### src/hdl/protect_defines.vh
// Shared constants for the output protection logic
`ifndef PROTECT_DEFINES_VH
`define PROTECT_DEFINES_VH
`define LS_COUNT 8
`define HS_COUNT 4
`define FILTER_CYCLES 16'h0064
`define PEAK_CYCLES 16'h03E8
`define CNT_W 16
`define RST_LS 8'h00
`define RST_HS 4'h0
`define CNT_ZERO 16'h0000
`define CNT_ONE 16'h0001
`define IRQ_W 4
`define IRQ_LS_FAULT 0
`define IRQ_HS_THERM 1
`define IRQ_UV 2
`define IRQ_GND 3
`define REG_CTRL_LS 4'h0
`define REG_CTRL_HS 4'h1
`define REG_SHUT_CFG 4'h2
`define REG_LIMIT_CFG 4'h3
`define REG_STATUS 4'h4
`define REG_IRQ_STAT 4'h5
`define REG_IRQ_MASK 4'h6
`define REG_OUT_STATE 4'h7
`endif

### src/hdl/lowside_channel.v
// One low-side channel: shutdown filter, latch and retry by command toggle
`timescale 1ns/1ps
`include "protect_defines.vh"
module lowside_channel #(
	parameter FILTER = `FILTER_CYCLES
) (
	// Clock and reset
	input wire mclk,
	input wire arst_n,
	input wire soft_init,
	// Control
	input wire cmd_on,
	input wire shutdown_en,
	input wire overcurrent,
	input wire overtemp,
	input wire status_clear,
	// Result
	output reg drive_r,
	output reg fault_r,
	output reg latched_r,
	output reg fault_event_r
);
	reg [`CNT_W-1:0] cnt_r;
	reg cmd_d_r;
	wire rise = cmd_on & ~cmd_d_r;
	wire trip = shutdown_en & cmd_on & overcurrent & (cnt_r >= FILTER[`CNT_W-1:0]);
	always @(posedge mclk or negedge arst_n) begin
		if (!arst_n) begin
			cnt_r <= `CNT_ZERO;
			cmd_d_r <= 1'b0;
			drive_r <= 1'b0;
			fault_r <= 1'b0;
			latched_r <= 1'b0;
			fault_event_r <= 1'b0;
		end else if (soft_init) begin
			cnt_r <= `CNT_ZERO;
			cmd_d_r <= 1'b0;
			drive_r <= 1'b0;
			fault_r <= 1'b0;
			latched_r <= 1'b0;
			fault_event_r <= 1'b0;
		end else begin
			cmd_d_r <= cmd_on;
			fault_event_r <= trip & ~latched_r;
			if (shutdown_en & cmd_on & overcurrent & ~latched_r)
				cnt_r <= cnt_r + `CNT_ONE;
			else
				cnt_r <= `CNT_ZERO;
			if (trip)
				latched_r <= 1'b1;
			else if (rise)
				latched_r <= 1'b0;
			if (trip)
				fault_r <= 1'b1;
			else if (status_clear & ~latched_r & ~(cmd_on & overcurrent & shutdown_en))
				fault_r <= 1'b0;
			// Current-limit mode never latches; only overtemperature stops it
			drive_r <= cmd_on & ~latched_r & ~trip & ~(overtemp & ~shutdown_en);
		end
	end
endmodule

### src/hdl/highside_channel.v
// One high-side channel: peak then sustain limit, thermal auto-retry
`timescale 1ns/1ps
`include "protect_defines.vh"
module highside_channel #(
	parameter PEAK = `PEAK_CYCLES
) (
	// Clock and reset
	input wire mclk,
	input wire arst_n,
	input wire soft_init,
	// Control
	input wire cmd_on,
	input wire sustain_only,
	input wire overtemp,
	// Result
	output reg drive_r,
	output reg peak_r,
	output reg therm_event_r
);
	reg [`CNT_W-1:0] cnt_r;
	reg ot_d_r;
	always @(posedge mclk or negedge arst_n) begin
		if (!arst_n) begin
			cnt_r <= `CNT_ZERO;
			drive_r <= 1'b0;
			peak_r <= 1'b0;
			ot_d_r <= 1'b0;
			therm_event_r <= 1'b0;
		end else if (soft_init) begin
			cnt_r <= `CNT_ZERO;
			drive_r <= 1'b0;
			peak_r <= 1'b0;
			ot_d_r <= 1'b0;
			therm_event_r <= 1'b0;
		end else begin
			ot_d_r <= overtemp;
			therm_event_r <= cmd_on & overtemp & ~ot_d_r;
			drive_r <= cmd_on & ~overtemp;
			if (!cmd_on) begin
				cnt_r <= `CNT_ZERO;
				peak_r <= 1'b0;
			end else if (sustain_only) begin
				peak_r <= 1'b0;
			end else if (cnt_r < PEAK[`CNT_W-1:0]) begin
				cnt_r <= cnt_r + `CNT_ONE;
				peak_r <= 1'b1;
			end else begin
				peak_r <= 1'b0;
			end
		end
	end
endmodule

### src/hdl/output_fault_protection_logic.v
// Top of the output protection and fault sequencing logic
// Functional notes
// - Low-side config bit one selects overcurrent shutdown, zero selects current limit.
// - With shutdown disabled, no overcurrent fault is reported.
// - Commanded-on shutdown output with drain over threshold starts filter timer.
// - Filter expiry with overcurrent still present turns output off, latches fault.
// - Latched output re-enables only after commanded off then on again.
// - Cleared overcurrent on retry resumes output; status clears on chip-select rise.
// - Persisting overcurrent on retry latches off again, fault bit stays set.
// - Current-limit output keeps running, disabled only at overtemperature.
// - Overcurrent gone before thermal shutdown leaves nothing latched.
// - High-side limit bit zero: peak limit for timer interval, then sustain.
// - High-side limit bit one: sustain limit only from switch-on.
// - High-side thermal shutdown retries automatically until commanded off.
// - Ground loss forces all outputs off.
// - Below 6 V outputs off, logic kept above 5 V, restored after.
// - Below 5 V logic reinitializes to default state; the code keeps irq_mask_r and irq_stat_r.
// - Default state acts as all config zero; low sides follow direct input.
// - Low-side fault holds indicator low until output toggled or reset.
//
// The address-and-strobe port and the address map were left to the implementer.
`timescale 1ns/1ps
`include "protect_defines.vh"
module output_fault_protection_logic #(
	parameter FILTER = `FILTER_CYCLES,
	parameter PEAK = `PEAK_CYCLES
) (
	// Clock and reset
	input wire mclk,
	input wire arst_n,
	// Register port
	input wire [3:0] reg_addr,
	input wire [15:0] reg_wdata,
	input wire reg_wr,
	input wire reg_rd,
	output reg [15:0] reg_rdata_r,
	// Pins and analog monitors
	input wire cs_n,
	input wire lowside_direct_input,
	input wire [`HS_COUNT-1:0] highside_direct_input,
	input wire [`LS_COUNT-1:0] ls_overcurrent,
	input wire [`LS_COUNT-1:0] ls_overtemp,
	input wire [`HS_COUNT-1:0] hs_overtemp,
	input wire ground_lost,
	input wire below_6v,
	input wire below_5v,
	// Outputs
	output reg [`LS_COUNT-1:0] lowside_outputs,
	output reg [`HS_COUNT-1:0] highside_outputs,
	output reg [`HS_COUNT-1:0] peak_current_limit,
	output reg fault_indicator_pin_n,
	output reg irq_r
);
	// Two-flop synchronisers for all pins
	localparam SW = 5 + `LS_COUNT * 2 + `HS_COUNT * 2;
	// Chip select idles high: its flops reset high so no false rise follows reset
	localparam [SW-1:0] SYNC_IDLE = {1'b1, {(SW-1){1'b0}}};
	wire [SW-1:0] raw = {cs_n, lowside_direct_input, ground_lost, below_6v, below_5v,
		highside_direct_input, ls_overcurrent, ls_overtemp, hs_overtemp};
	reg [SW-1:0] s1_r;
	reg [SW-1:0] s2_r;
	always @(posedge mclk or negedge arst_n) begin
		if (!arst_n) begin
			s1_r <= SYNC_IDLE;
			s2_r <= SYNC_IDLE;
		end else begin
			s1_r <= raw;
			s2_r <= s1_r;
		end
	end
	wire [`HS_COUNT-1:0] hot_hs = s2_r[`HS_COUNT-1:0];
	wire [`LS_COUNT-1:0] hot_ls = s2_r[`HS_COUNT+`LS_COUNT-1:`HS_COUNT];
	wire [`LS_COUNT-1:0] oc_ls = s2_r[`HS_COUNT+2*`LS_COUNT-1:`HS_COUNT+`LS_COUNT];
	wire [`HS_COUNT-1:0] hs_in = s2_r[2*`HS_COUNT+2*`LS_COUNT-1:`HS_COUNT+2*`LS_COUNT];
	wire b5 = s2_r[SW-5];
	wire b6 = s2_r[SW-4];
	wire gnd = s2_r[SW-3];
	wire ls_in = s2_r[SW-2];
	wire cs_s = s2_r[SW-1];

	reg cs_d_r;
	reg b6_d_r;
	reg b5_d_r;
	wire cs_rise = cs_s & ~cs_d_r;
	// Reinit while below 5 V
	wire soft_init = b5;
	wire kill = gnd | b6;

	// Software registers
	reg [`LS_COUNT-1:0] ctrl_ls_r;
	reg [`HS_COUNT-1:0] ctrl_hs_r;
	reg [`LS_COUNT-1:0] shut_cfg_r;
	reg [`HS_COUNT-1:0] limit_cfg_r;
	reg [`LS_COUNT-1:0] ls_sel_r;
	reg [`HS_COUNT-1:0] hs_sel_r;
	reg [`IRQ_W-1:0] irq_stat_r;
	reg [`IRQ_W-1:0] irq_mask_r;

	wire [`LS_COUNT-1:0] ls_drive;
	wire [`LS_COUNT-1:0] ls_fault;
	wire [`LS_COUNT-1:0] ls_latched;
	wire [`LS_COUNT-1:0] ls_event;
	wire [`HS_COUNT-1:0] hs_drive;
	wire [`HS_COUNT-1:0] hs_peak;
	wire [`HS_COUNT-1:0] hs_event;

	// Command per output: register when selected, else direct input
	wire [`LS_COUNT-1:0] ls_cmd = (ls_sel_r & ctrl_ls_r) | (~ls_sel_r & {`LS_COUNT{ls_in}});
	wire [`HS_COUNT-1:0] hs_cmd = (hs_sel_r & ctrl_hs_r) | (~hs_sel_r & hs_in);

	genvar g;
	generate
		for (g = 0; g < `LS_COUNT; g = g + 1) begin : ls_ch
			lowside_channel #(.FILTER(FILTER)) u_ls (
				.mclk(mclk),
				.arst_n(arst_n),
				.soft_init(soft_init),
				.cmd_on(ls_cmd[g]),
				.shutdown_en(shut_cfg_r[g]),
				.overcurrent(oc_ls[g]),
				.overtemp(hot_ls[g]),
				.status_clear(cs_rise),
				.drive_r(ls_drive[g]),
				.fault_r(ls_fault[g]),
				.latched_r(ls_latched[g]),
				.fault_event_r(ls_event[g])
			);
		end
		for (g = 0; g < `HS_COUNT; g = g + 1) begin : hs_ch
			highside_channel #(.PEAK(PEAK)) u_hs (
				.mclk(mclk),
				.arst_n(arst_n),
				.soft_init(soft_init),
				.cmd_on(hs_cmd[g]),
				.sustain_only(limit_cfg_r[g]),
				.overtemp(hot_hs[g]),
				.drive_r(hs_drive[g]),
				.peak_r(hs_peak[g]),
				.therm_event_r(hs_event[g])
			);
		end
	endgenerate

	function hit;
		input [3:0] a;
		input [3:0] r;
		begin
			hit = (a == r);
		end
	endfunction

	wire [`IRQ_W-1:0] ev;
	assign ev[`IRQ_LS_FAULT] = |ls_event;
	assign ev[`IRQ_HS_THERM] = |hs_event;
	assign ev[`IRQ_UV] = b6 & ~b6_d_r;
	assign ev[`IRQ_GND] = gnd;

	always @(posedge mclk or negedge arst_n) begin
		if (!arst_n) begin
			cs_d_r <= 1'b1;
			b6_d_r <= 1'b0;
			b5_d_r <= 1'b0;
			ctrl_ls_r <= `RST_LS;
			ctrl_hs_r <= `RST_HS;
			shut_cfg_r <= `RST_LS;
			limit_cfg_r <= `RST_HS;
			ls_sel_r <= `RST_LS;
			hs_sel_r <= `RST_HS;
			irq_mask_r <= {`IRQ_W{1'b0}};
		end else begin
			cs_d_r <= cs_s;
			b6_d_r <= b6;
			b5_d_r <= b5;
			if (soft_init) begin
				ctrl_ls_r <= `RST_LS;
				ctrl_hs_r <= `RST_HS;
				shut_cfg_r <= `RST_LS;
				limit_cfg_r <= `RST_HS;
				ls_sel_r <= `RST_LS;
				hs_sel_r <= `RST_HS;
			end else if (reg_wr) begin
				// Writing control also loads the select bits from bits 8 and up; a one hands that output to register control
				if (hit(reg_addr, `REG_CTRL_LS)) begin
					ctrl_ls_r <= reg_wdata[`LS_COUNT-1:0];
					ls_sel_r <= reg_wdata[`LS_COUNT+7:8];
				end
				if (hit(reg_addr, `REG_CTRL_HS)) begin
					ctrl_hs_r <= reg_wdata[`HS_COUNT-1:0];
					hs_sel_r <= reg_wdata[`HS_COUNT+7:8];
				end
				if (hit(reg_addr, `REG_SHUT_CFG))
					shut_cfg_r <= reg_wdata[`LS_COUNT-1:0];
				if (hit(reg_addr, `REG_LIMIT_CFG))
					limit_cfg_r <= reg_wdata[`HS_COUNT-1:0];
				if (hit(reg_addr, `REG_IRQ_MASK))
					irq_mask_r <= reg_wdata[`IRQ_W-1:0];
			end
		end
	end

	// Sticky events: set wins over write-one-to-clear
	always @(posedge mclk or negedge arst_n) begin
		if (!arst_n)
			irq_stat_r <= {`IRQ_W{1'b0}};
		else if (reg_wr & hit(reg_addr, `REG_IRQ_STAT))
			irq_stat_r <= (irq_stat_r & ~reg_wdata[`IRQ_W-1:0]) | ev;
		else
			irq_stat_r <= irq_stat_r | ev;
	end

	// Read data valid the cycle after the strobe
	always @(posedge mclk or negedge arst_n) begin
		if (!arst_n) begin
			reg_rdata_r <= 16'h0000;
		end else if (reg_rd) begin
			case (reg_addr)
				`REG_CTRL_LS: reg_rdata_r <= {ls_sel_r, ctrl_ls_r};
				`REG_CTRL_HS: reg_rdata_r <= {4'h0, hs_sel_r, 4'h0, ctrl_hs_r};
				`REG_SHUT_CFG: reg_rdata_r <= {8'h00, shut_cfg_r};
				`REG_LIMIT_CFG: reg_rdata_r <= {12'h000, limit_cfg_r};
				`REG_STATUS: reg_rdata_r <= {ls_latched, ls_fault};
				`REG_IRQ_STAT: reg_rdata_r <= {12'h000, irq_stat_r};
				`REG_IRQ_MASK: reg_rdata_r <= {12'h000, irq_mask_r};
				`REG_OUT_STATE: reg_rdata_r <= {hs_peak, highside_outputs, lowside_outputs};
				default: reg_rdata_r <= 16'h0000;
			endcase
		end else begin
			reg_rdata_r <= 16'h0000;
		end
	end

	// Output stage
	always @(posedge mclk or negedge arst_n) begin
		if (!arst_n) begin
			lowside_outputs <= `RST_LS;
			highside_outputs <= `RST_HS;
			peak_current_limit <= `RST_HS;
			fault_indicator_pin_n <= 1'b1;
			irq_r <= 1'b0;
		end else begin
			lowside_outputs <= kill ? `RST_LS : ls_drive;
			highside_outputs <= kill ? `RST_HS : hs_drive;
			peak_current_limit <= kill ? `RST_HS : hs_peak;
			fault_indicator_pin_n <= ~(|ls_latched);
			irq_r <= |(irq_stat_r & irq_mask_r);
		end
	end
endmodule

### config.mk
export PLATFORM = sky130hd
export DESIGN_NAME = output_fault_protection_logic
export DESIGN_NICKNAME = d
export VERILOG_FILES = /design/src/hdl/lowside_channel.v /design/src/hdl/highside_channel.v /design/src/hdl/output_fault_protection_logic.v
export VERILOG_INCLUDE_DIRS = /design/src /design/src/hdl
export SDC_FILE = /design/constraint.sdc
export NUM_CORES = 1
export LEC_CHECK = 0
export BUFFER_PORTS_ARGS = -buffer_cell sky130_fd_sc_hd__buf_2
export CAP_MARGIN = 20
export CORE_MARGIN = 2
export CORE_UTILIZATION = 30
export DETAILED_ROUTE_END_ITERATION = 10
export SLEW_MARGIN = 15
export SYNTH_ARGS = -nofsm -noshare
export SYNTH_HDL_FRONTEND = slang
export SYNTH_HIERARCHICAL = 1
export SYNTH_SLANG_ARGS = --single-unit
export TNS_END_PERCENT = 10
### constraint.sdc
create_clock -name mclk -period 2.39 [get_ports mclk]
set_input_delay 0.1195 -clock mclk [delete_from_list [all_inputs] [get_ports mclk]]
set_output_delay 0.1195 -clock mclk [all_outputs]
set_load 0.02 [all_outputs]
==> flow_summary.json <==
{
  "yosysWarnings": 6,
  "htreeDepth": 2,
  "layout.cells.most_common": "dfrtp_1",
  "fmax_ghz": 0.506,
  "num_vias": 12211,
  "port_buffers": 86,
  "crit_slowest_cell": "dfrtp_1",
  "clock_latency_ns": 0.56,
  "whs_endpoint": "limit_cfg_r[2]",
  "worstPathRequired_ns": 2.86,
  "async_flop_share": 1.00,
  "crit_type": "reg -> reg",
  "synth_nets": 1617,
  "synth_cells": 1544,
  "setup_viol": 0,
  "multi_input_area_mm2": 0.00681,
  "ioPinCount": 87,
  "met3_length_um": 1980,
  "netlist_area_mm2": 0.0169,
  "reg2reg_slack_ns": 0.41,
  "met2_length_um": 19100,
  "core_area_mm2": 0.0554,
  "r2r_cells": 5,
  "cp-start-kind": "register",
  "grt_antenna_before_repair": 4,
  "cp.arrival_ns": 2.44,
  "grt.overflow.total": 0,
  "cellLeakagePower_nw": 8.58,
  "worst_slew_pin_slew_ns": 1.02,
  "finalSetupTns_ns": 0,
  "cts_tree": "yes",
  "hold_buffers": 47,
  "max_cap_violations": 0,
  "fin_crit_ns": 1.98,
  "worstPathMaxFanout": 15,
  "wirelength_um": 41200,
  "p_clk_frac": 0.468,
  "swShare": 0.223,
  "finalCritPeriodShare": 0.827,
  "power_mw": 13.8,
  "design_area_mm2": 0.0201,
  "grt_pass1_vias": 12194,
  "top_layer": "met5",
  "ant_nets": 0,
  "globalRouteTotalUtil": 0.145,
  "cts.sinks": 386,
  "viasPerCell": 4.95,
  "cts-resized-gates": 0,
  "die_x_um": 241,
  "fillerInstances": 5439,
  "rows": 86,
  "intPower_mw": 10.7,
  "drt_iter0_drc": 756,
  "fin_ws_ns": 0.412,
  "combinationalPowerShare": 0.044,
  "final.setup_skew_ns": 0.0202,
  "report.final.slew_viol_count": 0,
  "r2r_start": "s2_r[27]",
  "synth-seq-area-share": 0.572,
  "power_switching_mw": 3.08,
  "hold_depth": 3,
  "cts_buffer_depth": 3,
  "relSlewSlack": 0.320,
  "regArea_mm2": 0.00967,
  "final_cell_mix": "dfrtp_1 (381), nor2_1 (133), a21oi_1 (105)",
  "yosys.cell_types.count": 62,
  "worst_setup_path_end_kind": "register",
  "cts_made_buffers": 43,
  "drc_errors": 0,
  "hpwlAfterDp_um": 28600,
  "fin_nets": 1759,
  "drive_gt1_frac": 0.150,
  "seq_power_share": 0.489,
  "holdCritStartpoint": "reg_addr[0]",
  "cp_slowest_stage_delay_ns": 0.53,
  "irDropWorstVdd_uv": 425,
  "drt_first_pass_iters": 5,
  "initial_core_util": 0.305,
  "hp-class": "in -> reg",
  "grt_pass1_wl_um": 66600,
  "gp_congestion": 0.831,
  "pwr_density_cell_mw_per_mm2": 688,
  "dieArea_mm2": 0.0582,
  "area.growth.synth_to_final_pct": 18.7,
  "m1WireLength_um": 19100,
  "reg2reg_to": "ls_ch[3].u_ls/cnt_r[15]",
  "fp.dieH_um": 241,
  "grt_max_degree": 99,
  "cts-root-buf": "clkbuf_16",
  "status": "complete, no violations",
  "placed_cell_area_mm2": 0.0182,
  "synth-main-ff-cell": "dfrtp_1",
  "post-place-ws_ns": 0.408,
  "synth_seq_cells": 386,
  "rsz0062_at_grt": "false",
  "utilization": 0.362,
  "synth-edff-count": 0,
  "syn-mean-instance-area_um2": 10.9,
  "cts_setup_buffers": 0,
  "hold_viol_final": 0,
  "routedWlPerCell_um": 16.7,
  "path_cells": "mux2_2 -> inv_1 -> nor3_1 -> nand3_1 -> a21oi_1",
  "cts.clk_slew.worst_paths_ns": 0.06
}
[power by group through the flow]
stage / clock network, mW / logic, mW / registers (mW)
2_1_floorplan: 0 / 0.220 / 6.84
3_3_place_gp: 0 / 0.536 / 6.86
3_5_place_dp: 0 / 0.546 / 6.86
4_1_cts: 6.63 / 0.615 / 6.75
5_1_grt: 6.92 / 0.670 / 6.76
6_report: 6.45 / 0.601 / 6.75
[worst max-delay path by stage]
stage                     cells after the start                      end  slack [ns]                     from
after CTS                                     4   hs_ch[0].u_hs/cnt_r[6]        0.41  hs_ch[0].u_hs/cnt_r[10]
final                                         5  ls_ch[3].u_ls/cnt_r[15]        0.41                 s2_r[27]
after global placement                        5  ls_ch[3].u_ls/cnt_r[14]        0.50                 s2_r[27]
after floorplan                               4             ctrl_ls_r[4]        0.47                 s2_r[24]
after detailed placement                      5  ls_ch[2].u_ls/cnt_r[14]        0.41                 s2_r[27]
after global routing                          5  ls_ch[3].u_ls/cnt_r[15]        0.23                 s2_r[27]
[cell type report]
| cell class | count | share of cell area |
|---|---|---|
| Sequential cell | 386 | 0.482 |
| Multi-Input combinational cell | 1063 | 0.340 |
| Clock buffer | 67 | 0.0611 |
| Timing Repair Buffer | 159 | 0.0576 |
| Tap cell | 748 | 0.0467 |
| Clock inverter | 9 | 0.00649 |
| Inverter | 33 | 0.00617 |
| Antenna cell | 4 | 0.000499 |
[routing by layer]
layer	vias to the layer above	GRT usage
li1	5799	-
met1	6070	0.198
met2	268	0.231
met3	72	0.0248
met4	2	0.0520
met5	-	0
[logic make-up after synthesis]
kind of cell | synth area share
adder cells (fa/ha/maj) | 0.0148
multiplexers | 0.0254
AO/OA/AOI/OAI | 0.0940
buffers and inverters | 0.0247
AND/OR/NAND/NOR | 0.226
flip-flops | 0.572
XOR/XNOR | 0.0435
[flip-flops by register name, indices dropped and copies added, names as in the netlist, 16 cells and up]
signal / flops
ls_ch.u_ls/cnt_r: 128
s1_r: 29
s2_r: 29
hs_ch.u_hs/cnt_r: 64
reg_rdata_r: 16
[Yosys cell counts (all sizes together), types with 7 or more instances]
master	number	area, um^2
dfrtp	382	9560
nand2	62	250
buf	29	170
nand2b	22	138
o311ai	7	61.3
nor4	18	188
and3	42	263
mux2	31	349
clkbuf	33	124
o21ai	86	430
a21oi	105	526
or3	35	225
nor3b	18	146
and4	14	140
inv	33	124
xnor2	8	70.1
and2	69	437
xor2	76	666
ha	20	250
nor2b	14	87.6
nor3	32	185
and3b	10	87.6
or4	28	211
nand3	84	460
mux2i	8	80.1
a22o	13	114
nor2	134	505
nand4	61	382
o31ai	23	173
[critical path, delay by kind of cell, from the launching register on]
| family | cells | cell delay [ns] |
|---|---|---|
| simple gates | 2 | 0.77 |
| flops | 1 | 0.53 |
| buf+inv | 1 | 0.06 |
| compound gates | 1 | 0.29 |
| mux | 1 | 0.24 |
[stage by stage]
step / cells / hold WS (ns)
6_report: 2469 / 0.0344
5_1_grt: 2467 / 0.0485
3_3_place_gp: 2342 / 0.0433
3_5_place_dp: 2342 / 0.0443
2_1_floorplan: 1544 / -0.176
4_1_cts: 2465 / 0.0110
No activity file was read; power rests on OpenSTA's default activity.
